<file path="src/common/ctx_swap_map.svh">
// Offsets, field positions and reset values for the context swap block
// How it works
// - Context block is sixteen 64-bit words
// - Block holds P, BA, LA, mode, pointer, length, flags
// - All A and S registers saved and restored
// - Swap writes active, loads inactive, same block
// - Block chosen by pointer active at start
// - New interval starts with loaded context
// - B, T and V files are never touched
// - Diagnostics only when matching mode bit enabled
// - Word 0 position 0 uncorrectable, 1 correctable
// - Syndrome goes to word 0 positions 2-9
// - Word 0 positions 10-11 hold access kind
// - Access kind meaningless for range errors
// - Address bits 3-0 to word 0 positions 12-15
// - Address bits 19-4 to word 1 positions 0-15
// - Address bits 21,20 placed in word two
// - Positions count from the most significant bit
// - Pointer forms upper bits of 12-bit address
`ifndef CTX_SWAP_MAP_SVH
`define CTX_SWAP_MAP_SVH

// Register byte offsets
`define CS_OFF_CTRL      8'h00
`define CS_OFF_STATUS    8'h04
`define CS_OFF_IRQ_STAT  8'h08
`define CS_OFF_IRQ_MASK  8'h0c
`define CS_OFF_SWAP_PTR  8'h10
`define CS_OFF_PROG_ADDR 8'h14
`define CS_OFF_MODE_FLG  8'h18
`define CS_OFF_VEC_CNT   8'h1c

// Interrupt bits and reset values
`define CS_IRQ_DONE      0
`define CS_IRQ_DIAG      1
`define CS_IRQ_RST       2'h0
`define CS_RESP_OKAY     2'h0
`define CS_RESP_SLVERR   2'h2

// Word positions as bit numbers of weight (position p = bit 63-p)
`define CS_A_MSB   23
`define CS_A_LSB   0
`define CS_P_MSB   47
`define CS_P_LSB   24
`define CS_E_UNC   63
`define CS_E_COR   62
`define CS_SYN_MSB 61
`define CS_SYN_LSB 54
`define CS_RM_MSB  53
`define CS_RM_LSB  52
`define CS_BK_MSB  51
`define CS_BK_LSB  48
`define CS_RA_MSB  63
`define CS_RA_LSB  48
`define CS_BA_MSB  45
`define CS_BA_LSB  28
`define CS_RP21    49
`define CS_RP20    48
`define CS_LA_MSB  45
`define CS_LA_LSB  28
`define CS_M_MSB   27
`define CS_M_LSB   24
`define CS_XA_MSB  47
`define CS_XA_LSB  40
`define CS_VL_MSB  39
`define CS_VL_LSB  33
`define CS_F_MSB   32
`define CS_F_LSB   24

// Mode field bits inside the 4-bit mode register
`define CS_MODE_CORR   3
`define CS_MODE_UNCORR 1

// Last word of a context block
`define CS_LAST_WORD 4'hf

`endif

</file>
<file path="src/common/ctx_swap_pkg.sv">
// Types shared by the context swap block
package ctx_swap_pkg;

  // Swap sequencer states
  typedef enum logic [3:0] {
    ST_IDLE = 4'b0001,
    ST_RD   = 4'b0010,
    ST_WR   = 4'b0100,
    ST_DONE = 4'b1000
  } swap_state_e;

  // Whole state of the block
  typedef struct packed {
    swap_state_e       fsm;
    logic [3:0]        word;
    logic [7:0]        base;
    logic [63:0]       rbuf;
    logic [23:0]       prog_addr;
    logic [17:0]       base_addr;
    logic [17:0]       limit_bound;
    logic [3:0]        mode;
    logic [7:0]        swap_block_pointer;
    logic [6:0]        vector_count;
    logic [8:0]        flags;
    logic [7:0][23:0]  a_reg;
    logic [7:0][63:0]  s_reg;
    logic              diag_vld;
    logic [1:0]        diag_type;
    logic [7:0]        diag_syn;
    logic [1:0]        diag_rmode;
    logic [21:0]       failing_location;
    logic              mem_req;
    logic              mem_we;
    logic [11:0]       mem_addr;
    logic [63:0]       mem_wdata;
    logic              interval_start;
    logic              aw_got;
    logic              w_got;
    logic [7:0]        aw_addr;
    logic [31:0]       w_data;
    logic [3:0]        w_strb;
    logic              awready;
    logic              wready;
    logic              bvalid;
    logic [1:0]        bresp;
    logic              arready;
    logic              rvalid;
    logic [31:0]       rdata;
    logic [1:0]        rresp;
    logic [1:0]        irq_stat;
    logic [1:0]        irq_mask;
    logic              irq;
  } ctx_state_s;

endpackage

</file>
<file path="src/verilog/context_swap.sv">
// Context swap engine with AXI4-Lite control and memory port
//
// Added by the designer: the address map and register access over AXI4-Lite.
`timescale 1ns/10ps
`include "ctx_swap_map.svh"

module context_swap (
  input  wire logic         aclk,
  input  wire logic         aresetn,
  // AXI4-Lite slave
  input  wire logic [7:0]   awaddr,
  input  wire logic         awvalid,
  output logic              awready,
  input  wire logic [31:0]  wdata,
  input  wire logic [3:0]   wstrb,
  input  wire logic         wvalid,
  output logic              wready,
  output logic [1:0]        bresp,
  output logic              bvalid,
  input  wire logic         bready,
  input  wire logic [7:0]   araddr,
  input  wire logic         arvalid,
  output logic              arready,
  output logic [31:0]       rdata,
  output logic [1:0]        rresp,
  output logic              rvalid,
  input  wire logic         rready,
  output logic              irq,
  // Swap trigger from the sequencing logic
  input  wire logic         swap_req,
  // Core write port into the operating registers
  input  wire logic         op_we,
  input  wire logic [3:0]   op_word,
  input  wire logic [63:0]  op_wdata,
  // Memory error report
  input  wire logic         err_valid,
  input  wire logic         err_uncorr,
  input  wire logic [7:0]   err_syndrome,
  input  wire logic [1:0]   err_read_mode,
  input  wire logic [21:0]  err_addr,
  // Central memory port
  output logic              mem_req,
  output logic              mem_we,
  output logic [11:0]       mem_addr,
  output logic [63:0]       mem_wdata,
  input  wire logic         mem_ack,
  input  wire logic [63:0]  mem_rdata,
  // Operating registers
  output logic [23:0]       prog_addr,
  output logic [17:0]       base_addr,
  output logic [17:0]       limit_bound,
  output logic [3:0]        mode,
  output logic [7:0]        swap_block_pointer,
  output logic [6:0]        vector_count,
  output logic [8:0]        flags,
  output logic [191:0]      a_regs,
  output logic [511:0]      s_regs,
  output logic              busy,
  output logic              interval_start
);

  ctx_swap_pkg::ctx_state_s s_q;   // Registered state
  ctx_swap_pkg::ctx_state_s s_d;   // Next state
  logic                     start; // Swap request this cycle
  logic [1:0]               ev;    // Interrupt events this cycle
  // State after reset
  function automatic ctx_swap_pkg::ctx_state_s reset_state();
    ctx_swap_pkg::ctx_state_s r;
    r = '0;
    r.fsm = ctx_swap_pkg::ST_IDLE;
    r.awready = 1'b1;
    r.wready = 1'b1;
    r.arready = 1'b1;
    r.irq_stat = `CS_IRQ_RST;
    return r;
  endfunction
  // Merge a write into an old value under byte strobes
  function automatic logic [31:0] merge(input logic [31:0] old,
                                        input logic [31:0] nw,
                                        input logic [3:0]  strb);
    logic [31:0] m;
    m = {{8{strb[3]}}, {8{strb[2]}}, {8{strb[1]}}, {8{strb[0]}}};
    return (old & ~m) | (nw & m);
  endfunction

  // Build outgoing word idx of the context block
  function automatic logic [63:0] pack_word(
    input ctx_swap_pkg::ctx_state_s st,
    input logic [3:0]               idx);
    logic [63:0] w;
    // Words 8 to 15 carry S registers, 0 to 7 one A register each
    w = idx[3] ? st.s_reg[idx[2:0]] : {40'h0, st.a_reg[idx[2:0]]};
    if (idx == 4'h0)
    begin
      // Error type, syndrome, access kind, bank, program address
      w[`CS_E_UNC] = st.diag_type[1];
      w[`CS_E_COR] = st.diag_type[0];
      w[`CS_SYN_MSB:`CS_SYN_LSB] = st.diag_syn;
      w[`CS_RM_MSB:`CS_RM_LSB] = st.diag_rmode;
      w[`CS_BK_MSB:`CS_BK_LSB] = st.failing_location[3:0];
      w[`CS_P_MSB:`CS_P_LSB] = st.prog_addr;
    end
    else if (idx == 4'h1)
    begin
      // Middle failing address bits and base address
      w[`CS_RA_MSB:`CS_RA_LSB] = st.failing_location[19:4];
      w[`CS_BA_MSB:`CS_BA_LSB] = st.base_addr;
    end
    else if (idx == 4'h2)
    begin
      // Top failing address bits, limit and mode
      w[`CS_RP21] = st.failing_location[21];
      w[`CS_RP20] = st.failing_location[20];
      w[`CS_LA_MSB:`CS_LA_LSB] = st.limit_bound;
      w[`CS_M_MSB:`CS_M_LSB] = st.mode;
    end
    else if (idx == 4'h3)
    begin
      // Block pointer, vector length and flags
      w[`CS_XA_MSB:`CS_XA_LSB] = st.swap_block_pointer;
      w[`CS_VL_MSB:`CS_VL_LSB] = st.vector_count;
      w[`CS_F_MSB:`CS_F_LSB] = st.flags;
    end
    return w;
  endfunction

  // Load incoming word idx into the operating registers
  function automatic ctx_swap_pkg::ctx_state_s unpack_word(
    input ctx_swap_pkg::ctx_state_s st,
    input logic [3:0]               idx,
    input logic [63:0]              w);
    ctx_swap_pkg::ctx_state_s r;
    r = st;
    if (idx[3])
    begin
      r.s_reg[idx[2:0]] = w;
    end
    else
    begin
      // Diagnostic positions are output only and ignored here
      r.a_reg[idx[2:0]] = w[`CS_A_MSB:`CS_A_LSB];
      if (idx == 4'h0)
      begin
        r.prog_addr = w[`CS_P_MSB:`CS_P_LSB];
      end
      else if (idx == 4'h1)
      begin
        r.base_addr = w[`CS_BA_MSB:`CS_BA_LSB];
      end
      else if (idx == 4'h2)
      begin
        r.limit_bound = w[`CS_LA_MSB:`CS_LA_LSB];
        r.mode = w[`CS_M_MSB:`CS_M_LSB];
      end
      else if (idx == 4'h3)
      begin
        r.swap_block_pointer = w[`CS_XA_MSB:`CS_XA_LSB];
        r.vector_count = w[`CS_VL_MSB:`CS_VL_LSB];
        r.flags = w[`CS_F_MSB:`CS_F_LSB];
      end
    end
    return r;
  endfunction

  // Next-state logic: bus slave, error capture, swap sequencer
  always_comb
  begin
    s_d = s_q;
    start = swap_req;
    ev = 2'h0;
    s_d.interval_start = 1'b0;
    // Write address and data are taken in either order
    if (awvalid && s_q.awready)
    begin
      s_d.aw_got = 1'b1;
      s_d.aw_addr = awaddr;
    end
    if (wvalid && s_q.wready)
    begin
      s_d.w_got = 1'b1;
      s_d.w_data = wdata;
      s_d.w_strb = wstrb;
    end
    // Response is released by bready
    if (s_q.bvalid && bready)
    begin
      s_d.bvalid = 1'b0;
    end
    // Perform the write once both halves are held
    if (s_d.aw_got && s_d.w_got && !s_q.bvalid)
    begin
      s_d.aw_got = 1'b0;
      s_d.w_got = 1'b0;
      s_d.bvalid = 1'b1;
      s_d.bresp = `CS_RESP_OKAY;
      unique case ({s_d.aw_addr[7:2], 2'b00})
        `CS_OFF_CTRL:
        begin
          // Bit 0 requests a swap
          if (s_d.w_strb[0] && s_d.w_data[0])
          begin
            start = 1'b1;
          end
        end
        `CS_OFF_IRQ_MASK:
        begin
          s_d.irq_mask = 2'(merge({30'h0, s_q.irq_mask},
                                  s_d.w_data, s_d.w_strb));
        end
        `CS_OFF_SWAP_PTR:
        begin
          // Bus writes to the pointer ignored while a swap runs
          if (s_q.fsm == ctx_swap_pkg::ST_IDLE)
          begin
            s_d.swap_block_pointer = 8'(merge(
              {24'h0, s_q.swap_block_pointer},
              s_d.w_data, s_d.w_strb));
          end
        end
        `CS_OFF_STATUS, `CS_OFF_IRQ_STAT, `CS_OFF_PROG_ADDR,
        `CS_OFF_MODE_FLG, `CS_OFF_VEC_CNT:
        begin
          // Read-only registers ignore writes
        end
        default:
        begin
          s_d.bresp = `CS_RESP_SLVERR;
        end
      endcase
    end
    s_d.awready = !s_d.aw_got && !s_d.bvalid;
    s_d.wready = !s_d.w_got && !s_d.bvalid;
    // Read channel: one read under way at a time
    if (s_q.rvalid && rready)
    begin
      s_d.rvalid = 1'b0;
    end
    if (arvalid && s_q.arready)
    begin
      s_d.rvalid = 1'b1;
      s_d.rresp = `CS_RESP_OKAY;
      s_d.rdata = 32'h0;
      unique case ({araddr[7:2], 2'b00})
        `CS_OFF_CTRL:
        begin
          s_d.rdata = 32'h0;
        end
        `CS_OFF_STATUS:
        begin
          s_d.rdata = {30'h0, s_q.diag_vld,
                       s_q.fsm != ctx_swap_pkg::ST_IDLE};
        end
        `CS_OFF_IRQ_STAT:
        begin
          // Reading clears; events below still win
          s_d.rdata = {30'h0, s_q.irq_stat};
          s_d.irq_stat = 2'h0;
        end
        `CS_OFF_IRQ_MASK:
        begin
          s_d.rdata = {30'h0, s_q.irq_mask};
        end
        `CS_OFF_SWAP_PTR:
        begin
          s_d.rdata = {24'h0, s_q.swap_block_pointer};
        end
        `CS_OFF_PROG_ADDR:
        begin
          s_d.rdata = {8'h0, s_q.prog_addr};
        end
        `CS_OFF_MODE_FLG:
        begin
          s_d.rdata = {19'h0, s_q.flags, s_q.mode};
        end
        `CS_OFF_VEC_CNT:
        begin
          s_d.rdata = {25'h0, s_q.vector_count};
        end
        default:
        begin
          s_d.rresp = `CS_RESP_SLVERR;
        end
      endcase
    end
    s_d.arready = !s_d.rvalid;
    // Error capture while idle; first kept, uncorrectable overrides
    if (s_q.fsm == ctx_swap_pkg::ST_IDLE && err_valid &&
        ((err_uncorr && s_q.mode[`CS_MODE_UNCORR]) ||
         (!err_uncorr && s_q.mode[`CS_MODE_CORR])) &&
        (!s_q.diag_vld || (err_uncorr && !s_q.diag_type[1])))
    begin
      s_d.diag_vld = 1'b1;
      s_d.diag_type = {err_uncorr, !err_uncorr};
      s_d.diag_syn = err_syndrome;
      // Port reports data errors only, never range errors
      s_d.diag_rmode = err_read_mode;
      s_d.failing_location = err_addr;
      ev[`CS_IRQ_DIAG] = 1'b1;
    end
    // Swap sequencer; B, T and V files live elsewhere
    unique case (s_q.fsm)
      ctx_swap_pkg::ST_IDLE:
      begin
        // Core writes only while no swap runs
        if (op_we)
        begin
          s_d = unpack_word(s_d, op_word, op_wdata);
        end
        if (start)
        begin
          // Latch the block chosen by the active pointer
          s_d.base = s_q.swap_block_pointer;
          s_d.word = 4'h0;
          s_d.mem_req = 1'b1;
          s_d.mem_we = 1'b0;
          s_d.mem_addr = {s_q.swap_block_pointer, 4'h0};
          s_d.fsm = ctx_swap_pkg::ST_RD;
        end
      end
      ctx_swap_pkg::ST_RD:
      begin
        // Fetch inactive word first, then overwrite it
        if (mem_ack)
        begin
          s_d.rbuf = mem_rdata;
          s_d.mem_we = 1'b1;
          s_d.mem_wdata = pack_word(s_q, s_q.word);
          s_d.fsm = ctx_swap_pkg::ST_WR;
        end
      end
      ctx_swap_pkg::ST_WR:
      begin
        if (mem_ack)
        begin
          // Outgoing word stored: now load the incoming one
          s_d = unpack_word(s_d, s_q.word, s_q.rbuf);
          s_d.mem_we = 1'b0;
          if (s_q.word == `CS_LAST_WORD)
          begin
            s_d.mem_req = 1'b0;
            s_d.fsm = ctx_swap_pkg::ST_DONE;
          end
          else
          begin
            s_d.word = s_q.word + 4'h1;
            s_d.mem_addr = {s_q.base, s_q.word + 4'h1};
            s_d.fsm = ctx_swap_pkg::ST_RD;
          end
        end
      end
      ctx_swap_pkg::ST_DONE:
      begin
        // Start the new interval and drop old diagnostics
        s_d.interval_start = 1'b1;
        s_d.diag_vld = 1'b0;
        s_d.diag_type = 2'h0;
        s_d.diag_syn = 8'h0;
        s_d.diag_rmode = 2'h0;
        s_d.failing_location = 22'h0;
        ev[`CS_IRQ_DONE] = 1'b1;
        s_d.fsm = ctx_swap_pkg::ST_IDLE;
      end
    endcase
    // Sticky status, set wins over the read clear
    s_d.irq_stat = s_d.irq_stat | ev;
    s_d.irq = |(s_d.irq_stat & s_d.irq_mask);
  end
  // State register with synchronous reset
  always_ff @(posedge aclk)
  begin
    if (!aresetn)
    begin
      s_q <= reset_state();
    end
    else
    begin
      s_q <= s_d;
    end
  end
  // Bus, memory port and operating register outputs
  assign awready = s_q.awready;
  assign wready = s_q.wready;
  assign bvalid = s_q.bvalid;
  assign bresp = s_q.bresp;
  assign arready = s_q.arready;
  assign rvalid = s_q.rvalid;
  assign rdata = s_q.rdata;
  assign rresp = s_q.rresp;
  assign irq = s_q.irq;
  assign mem_req = s_q.mem_req;
  assign mem_we = s_q.mem_we;
  assign mem_addr = s_q.mem_addr;
  assign mem_wdata = s_q.mem_wdata;
  assign prog_addr = s_q.prog_addr;
  assign base_addr = s_q.base_addr;
  assign limit_bound = s_q.limit_bound;
  assign mode = s_q.mode;
  assign swap_block_pointer = s_q.swap_block_pointer;
  assign vector_count = s_q.vector_count;
  assign flags = s_q.flags;
  assign a_regs = s_q.a_reg;
  assign s_regs = s_q.s_reg;
  assign busy = s_q.fsm != ctx_swap_pkg::ST_IDLE;
  assign interval_start = s_q.interval_start;
endmodule

</file>
<file path="config.mk">
export PLATFORM = sky130hd
export DESIGN_NAME = context_swap
export DESIGN_NICKNAME = d
export VERILOG_FILES = /design/src/common/ctx_swap_pkg.sv /design/src/verilog/context_swap.sv
export VERILOG_INCLUDE_DIRS = /design/src /design/src/common
export SDC_FILE = /design/constraint.sdc
export NUM_CORES = 2
export LEC_CHECK = 0
export ABC_AREA = 1
export BUFFER_PORTS_ARGS = -buffer_cell sky130_fd_sc_hd__clkbuf_2
export CELL_PAD_IN_SITES_DETAIL_PLACEMENT = 0
export CELL_PAD_IN_SITES_GLOBAL_PLACEMENT = 1
export CORE_AREA = 2 2 443 445
export DETAILED_ROUTE_END_ITERATION = 12
export DIE_AREA = 0 0 445 447
export HOLD_SLACK_MARGIN = 0.08
export PLACE_DENSITY = 0.76
export SYNTH_ARGS = -nofsm -noshare
export SYNTH_HDL_FRONTEND = slang
export SYNTH_SLANG_ARGS = --single-unit
</file>
<file path="constraint.sdc">
create_clock -name aclk -period 3.5 [get_ports aclk]
set_input_delay 0.525 -clock aclk [delete_from_list [all_inputs] [get_ports aclk]]
set_output_delay 0.525 -clock aclk [all_outputs]
set_load 0.02 [all_outputs]
</file>
==> metrics.csv <==
stage,metric,value,unit
global_route,first-pass GRT wire length,578,mm
worst_setup_path,"Cell Chain, Critical Path",nand2_1 > nor2_4 > buf_12 > buf_4 > a22oi_1 > nand4_1 > nand2_1 > nand2_1 > nand2_1 > a21oi_1,
synth,"Seq/Total Area, Yosys",30.1,%
sta,final setup vio count,0,
floorplan,row count,162,
floorplan,Die Span Y,447,um
global_route,grt total ovfl,0,
outcome,status,"complete, no violations",
cts,clock sink count,1035,
sta,Least-Margin Pin Slew,1190,ps
placed_design,DPL Wire Length,308,mm
sta,worst hold slack,125,ps
worst_setup_path,CP bufs+invs,2,
floorplan,Die Footprint,0.199,sq mm
cells_and_area,register area,0.0207,sq mm
floorplan,Die X,445,um
cts,Post-CTS Resized,0,
cts,root buffer cell,clkbuf_16,
placed_design,I/O Buffers,1100,
worst_setup_path,Worst EP arrival,4010,ps
synth,Yosys reg bits,1035,
worst_setup_path,crit path capture type,flip-flop,
floorplan,area of the core,0.194,sq mm
cells_and_area,share of cells above drive strength 1,16.2,%
worst_setup_path,Startpoint Class,flip-flop,
synth,Yosys Warn Count,0,
placed_design,Place WS,401,ps
detailed_routing,drt first-iter violations,13647,
min_path,Min-Delay Path Class,input pin to flip-flop,
power_and_ir_drop,clock share of power,43.9,%
power_and_ir_drop,Peak VDD IR,0.524,mV
global_route,gr usage total,40.8,%
cts,Clock Tree Buf Depth,3,
cells_and_area,fillers,20831,
worst_setup_path,"slowest stage delay, CP",750,ps
floorplan,Boundary Pins,1142,
synth,"count leader, synth",nand2_1,
power_and_ir_drop,Sw Pwr,11.3,mW
cts,Clock Pin Slew Worst Setup and Hold Paths,60,ps
sta,unrepaired setup endpoints after global routing,no,
placed_design,Final Wtd Congestion,1.09,
detailed_routing,DRC viols,0,
synth,Gate Count Post-Synth,10820,
sta,final slew viol count,0,
placed_design,Post-DP Area,0.0705,sq mm
detailed_routing,DRT antenna net count,0,
detailed_routing,TritonRoute pass-1 iters,9,
detailed_routing,drt wl/cell,32.1,um
power_and_ir_drop,Pwr Density,435,mW/mm^2
power_and_ir_drop,Logic pwr share,18.4,%
synth,number of synthesized flops with an enable pin,0,
power_and_ir_drop,total internal power,21.8,mW
sta,setup TNS,0,ps
worst_setup_path,"slowest stage cell, crit path",dfxtp_1,
power_and_ir_drop,part of the power in registers,37.6,%
power_and_ir_drop,switching share of power,34.2,%
sta,Tmin final,3260,ps
synth,largest area contributor in the netlist,dfxtp_1,
cts,Setup Buffers After CTS,0,
power_and_ir_drop,Overall Power,33.1,mW
synth,synth top area cells,"dfxtp_1 30%, nand2_1 15%, o21ai_0 11%",
cts,CTS Buf Count,136,
sta,Final Hold Fails,0,
cells_and_area,"Area growth, synth to finish",10.6,%
floorplan,Starting Density,35.4,%
worst_setup_path,CP top delay family,simple AND/OR/NAND/NOR gates,
cells_and_area,area taken by multi-input logic gates,0.0357,sq mm
cts,hold buffers post-CTS,106,
detailed_routing,DR vias/cell,6.12,
synth,Synth Cell Area,0.0688,sq mm
synth,Synth top cells by count,"2698 x nand2_1, 1472 x o21ai_0, 1150 x a21oi_1, 1035 x dfxtp_1, 911 x buf_4",
cts,TritonCTS clock tree,built,
worst_setup_path,critical path class,flip-flop to flip-flop,
flow_run,max cap viols,0,
global_route,vias in the first global route,69527,
worst_setup_path,CP required,4250,ps
synth,Unique masters post-synth,47,
synth,Synth async-reset ratio,0,%
power_and_ir_drop,Lkg Pwr,29.4,nW
cells_and_area,nets,10918,
sta,worst setup margin,239,ps
sta,period utilisation layout,93.2,%
cts,H-tree Lvls,4,
global_route,largest net degree at the start of global routing,176,
worst_setup_path,CP Max Fanout,28,
sta,Fmax,307,MHz
sta,headroom to the max-slew limit,20.8,%
sta,Clock Skews,27.0,ps
synth,"Avg Cell Area, Syn",6.36,sq um
detailed_routing,Routed WL,429,mm
cells_and_area,fin area,0.0761,sq mm
cts,Worst-Skew Late Latency,840,ps
synth,top cell type's share of synthesized area,30.1,%
global_route,initial antenna violation count,60,
detailed_routing,vias,81790,
worst_setup_path,most frequent CP cell,nand2_1,
synth,Post-synth top flop,dfxtp_1,
## power groups by stage
stage | registers [mW] | clock network, mW | logic [mW]
floorplan | 12.5 | 0 | 3.55
global placement | 12.7 | 0 | 5.70
detailed placement | 12.7 | 0 | 5.75
CTS | 12.4 | 14.6 | 5.88
global route | 12.5 | 15.0 | 6.35
finish | 12.5 | 14.6 | 6.10
## worst paths after layout
| path | cells past startpoint | to | slack, ps | start |
|---|---|---|---|---|
| setup / recovery | 10 | mem_wdata[54] | 240 | s_q[1072] |
| hold / removal | 3 | s_q[183] | 130 | err_addr[12] |
| setup reg to reg | 10 | mem_wdata[54] | 240 | s_q[1072] |
| hold reg to reg | 2 | s_q[180] | 450 | s_q[180] |
## flip-flops by register name (all words and copies together) (netlist names), 4 cells and up
name	count
a_regs	192
base_addr	18
flags	9
limit_bound	18
mem_addr	9
mem_wdata	64
mode	4
prog_addr	24
rdata	24
s_q	135
s_regs	512
swap_block_pointer	8
vector_count	7
## tightest hold or removal path, cell delays in order
cell and delay (ps):
clkbuf_2 150, o21ai_0 120, a21oi_1 110
## cell usage in the layout (no fill, tap or decap), types with 176 or more instances in the layout
cell type  count
inv_1        523
o21ai_0     1469
o211ai_1     176
o22ai_1      302
buf_4        225
clkbuf_2    1099
dfxtp_1     1033
o32ai_1      199
nand2_1     2682
nor2_1       739
a21oi_1     1150
## through the flow
stage,utilization (%),std cells
floorplan,-,10829
global placement,36.3,12984
detailed placement,36.3,12984
CTS,39.1,13330
global route,39.2,13349
finish,39.2,13359
## logic make-up after synthesis
group / after synthesis / share of synthesized area, %
DFF: 1035 / 30.1
and+or+nand+nor: 3782 / 21.6
other: 1 / 0.00545
AOI/OAI and AO/OA: 3631 / 29.8
adders and majority gates: 4 / 0.0727
buffers and inverters: 2367 / 18.4
## routing by layer
layer | track usage [%] | vias up | wire (um)
met5 | 0 | - | 148
met4 | 28.2 | 22 | 34900
met3 | 17.2 | 1006 | 67900
met2 | 52.5 | 6242 | 160000
met1 | 54.0 | 39128 | 166000
li1 | - | 35392 | -
## final cells by class
class | instances | share of cell area [%]
multi-input cells | 7427 | 46.9
clock buffers | 199 | 5.27
diodes | 29 | 0.0954
clock inverters | 41 | 0.608
well taps | 2542 | 4.18
flip-flops and latches | 1035 | 27.2
inverters | 581 | 2.94
repair buffers | 1505 | 12.8
(Power assumes the default switching activity.)
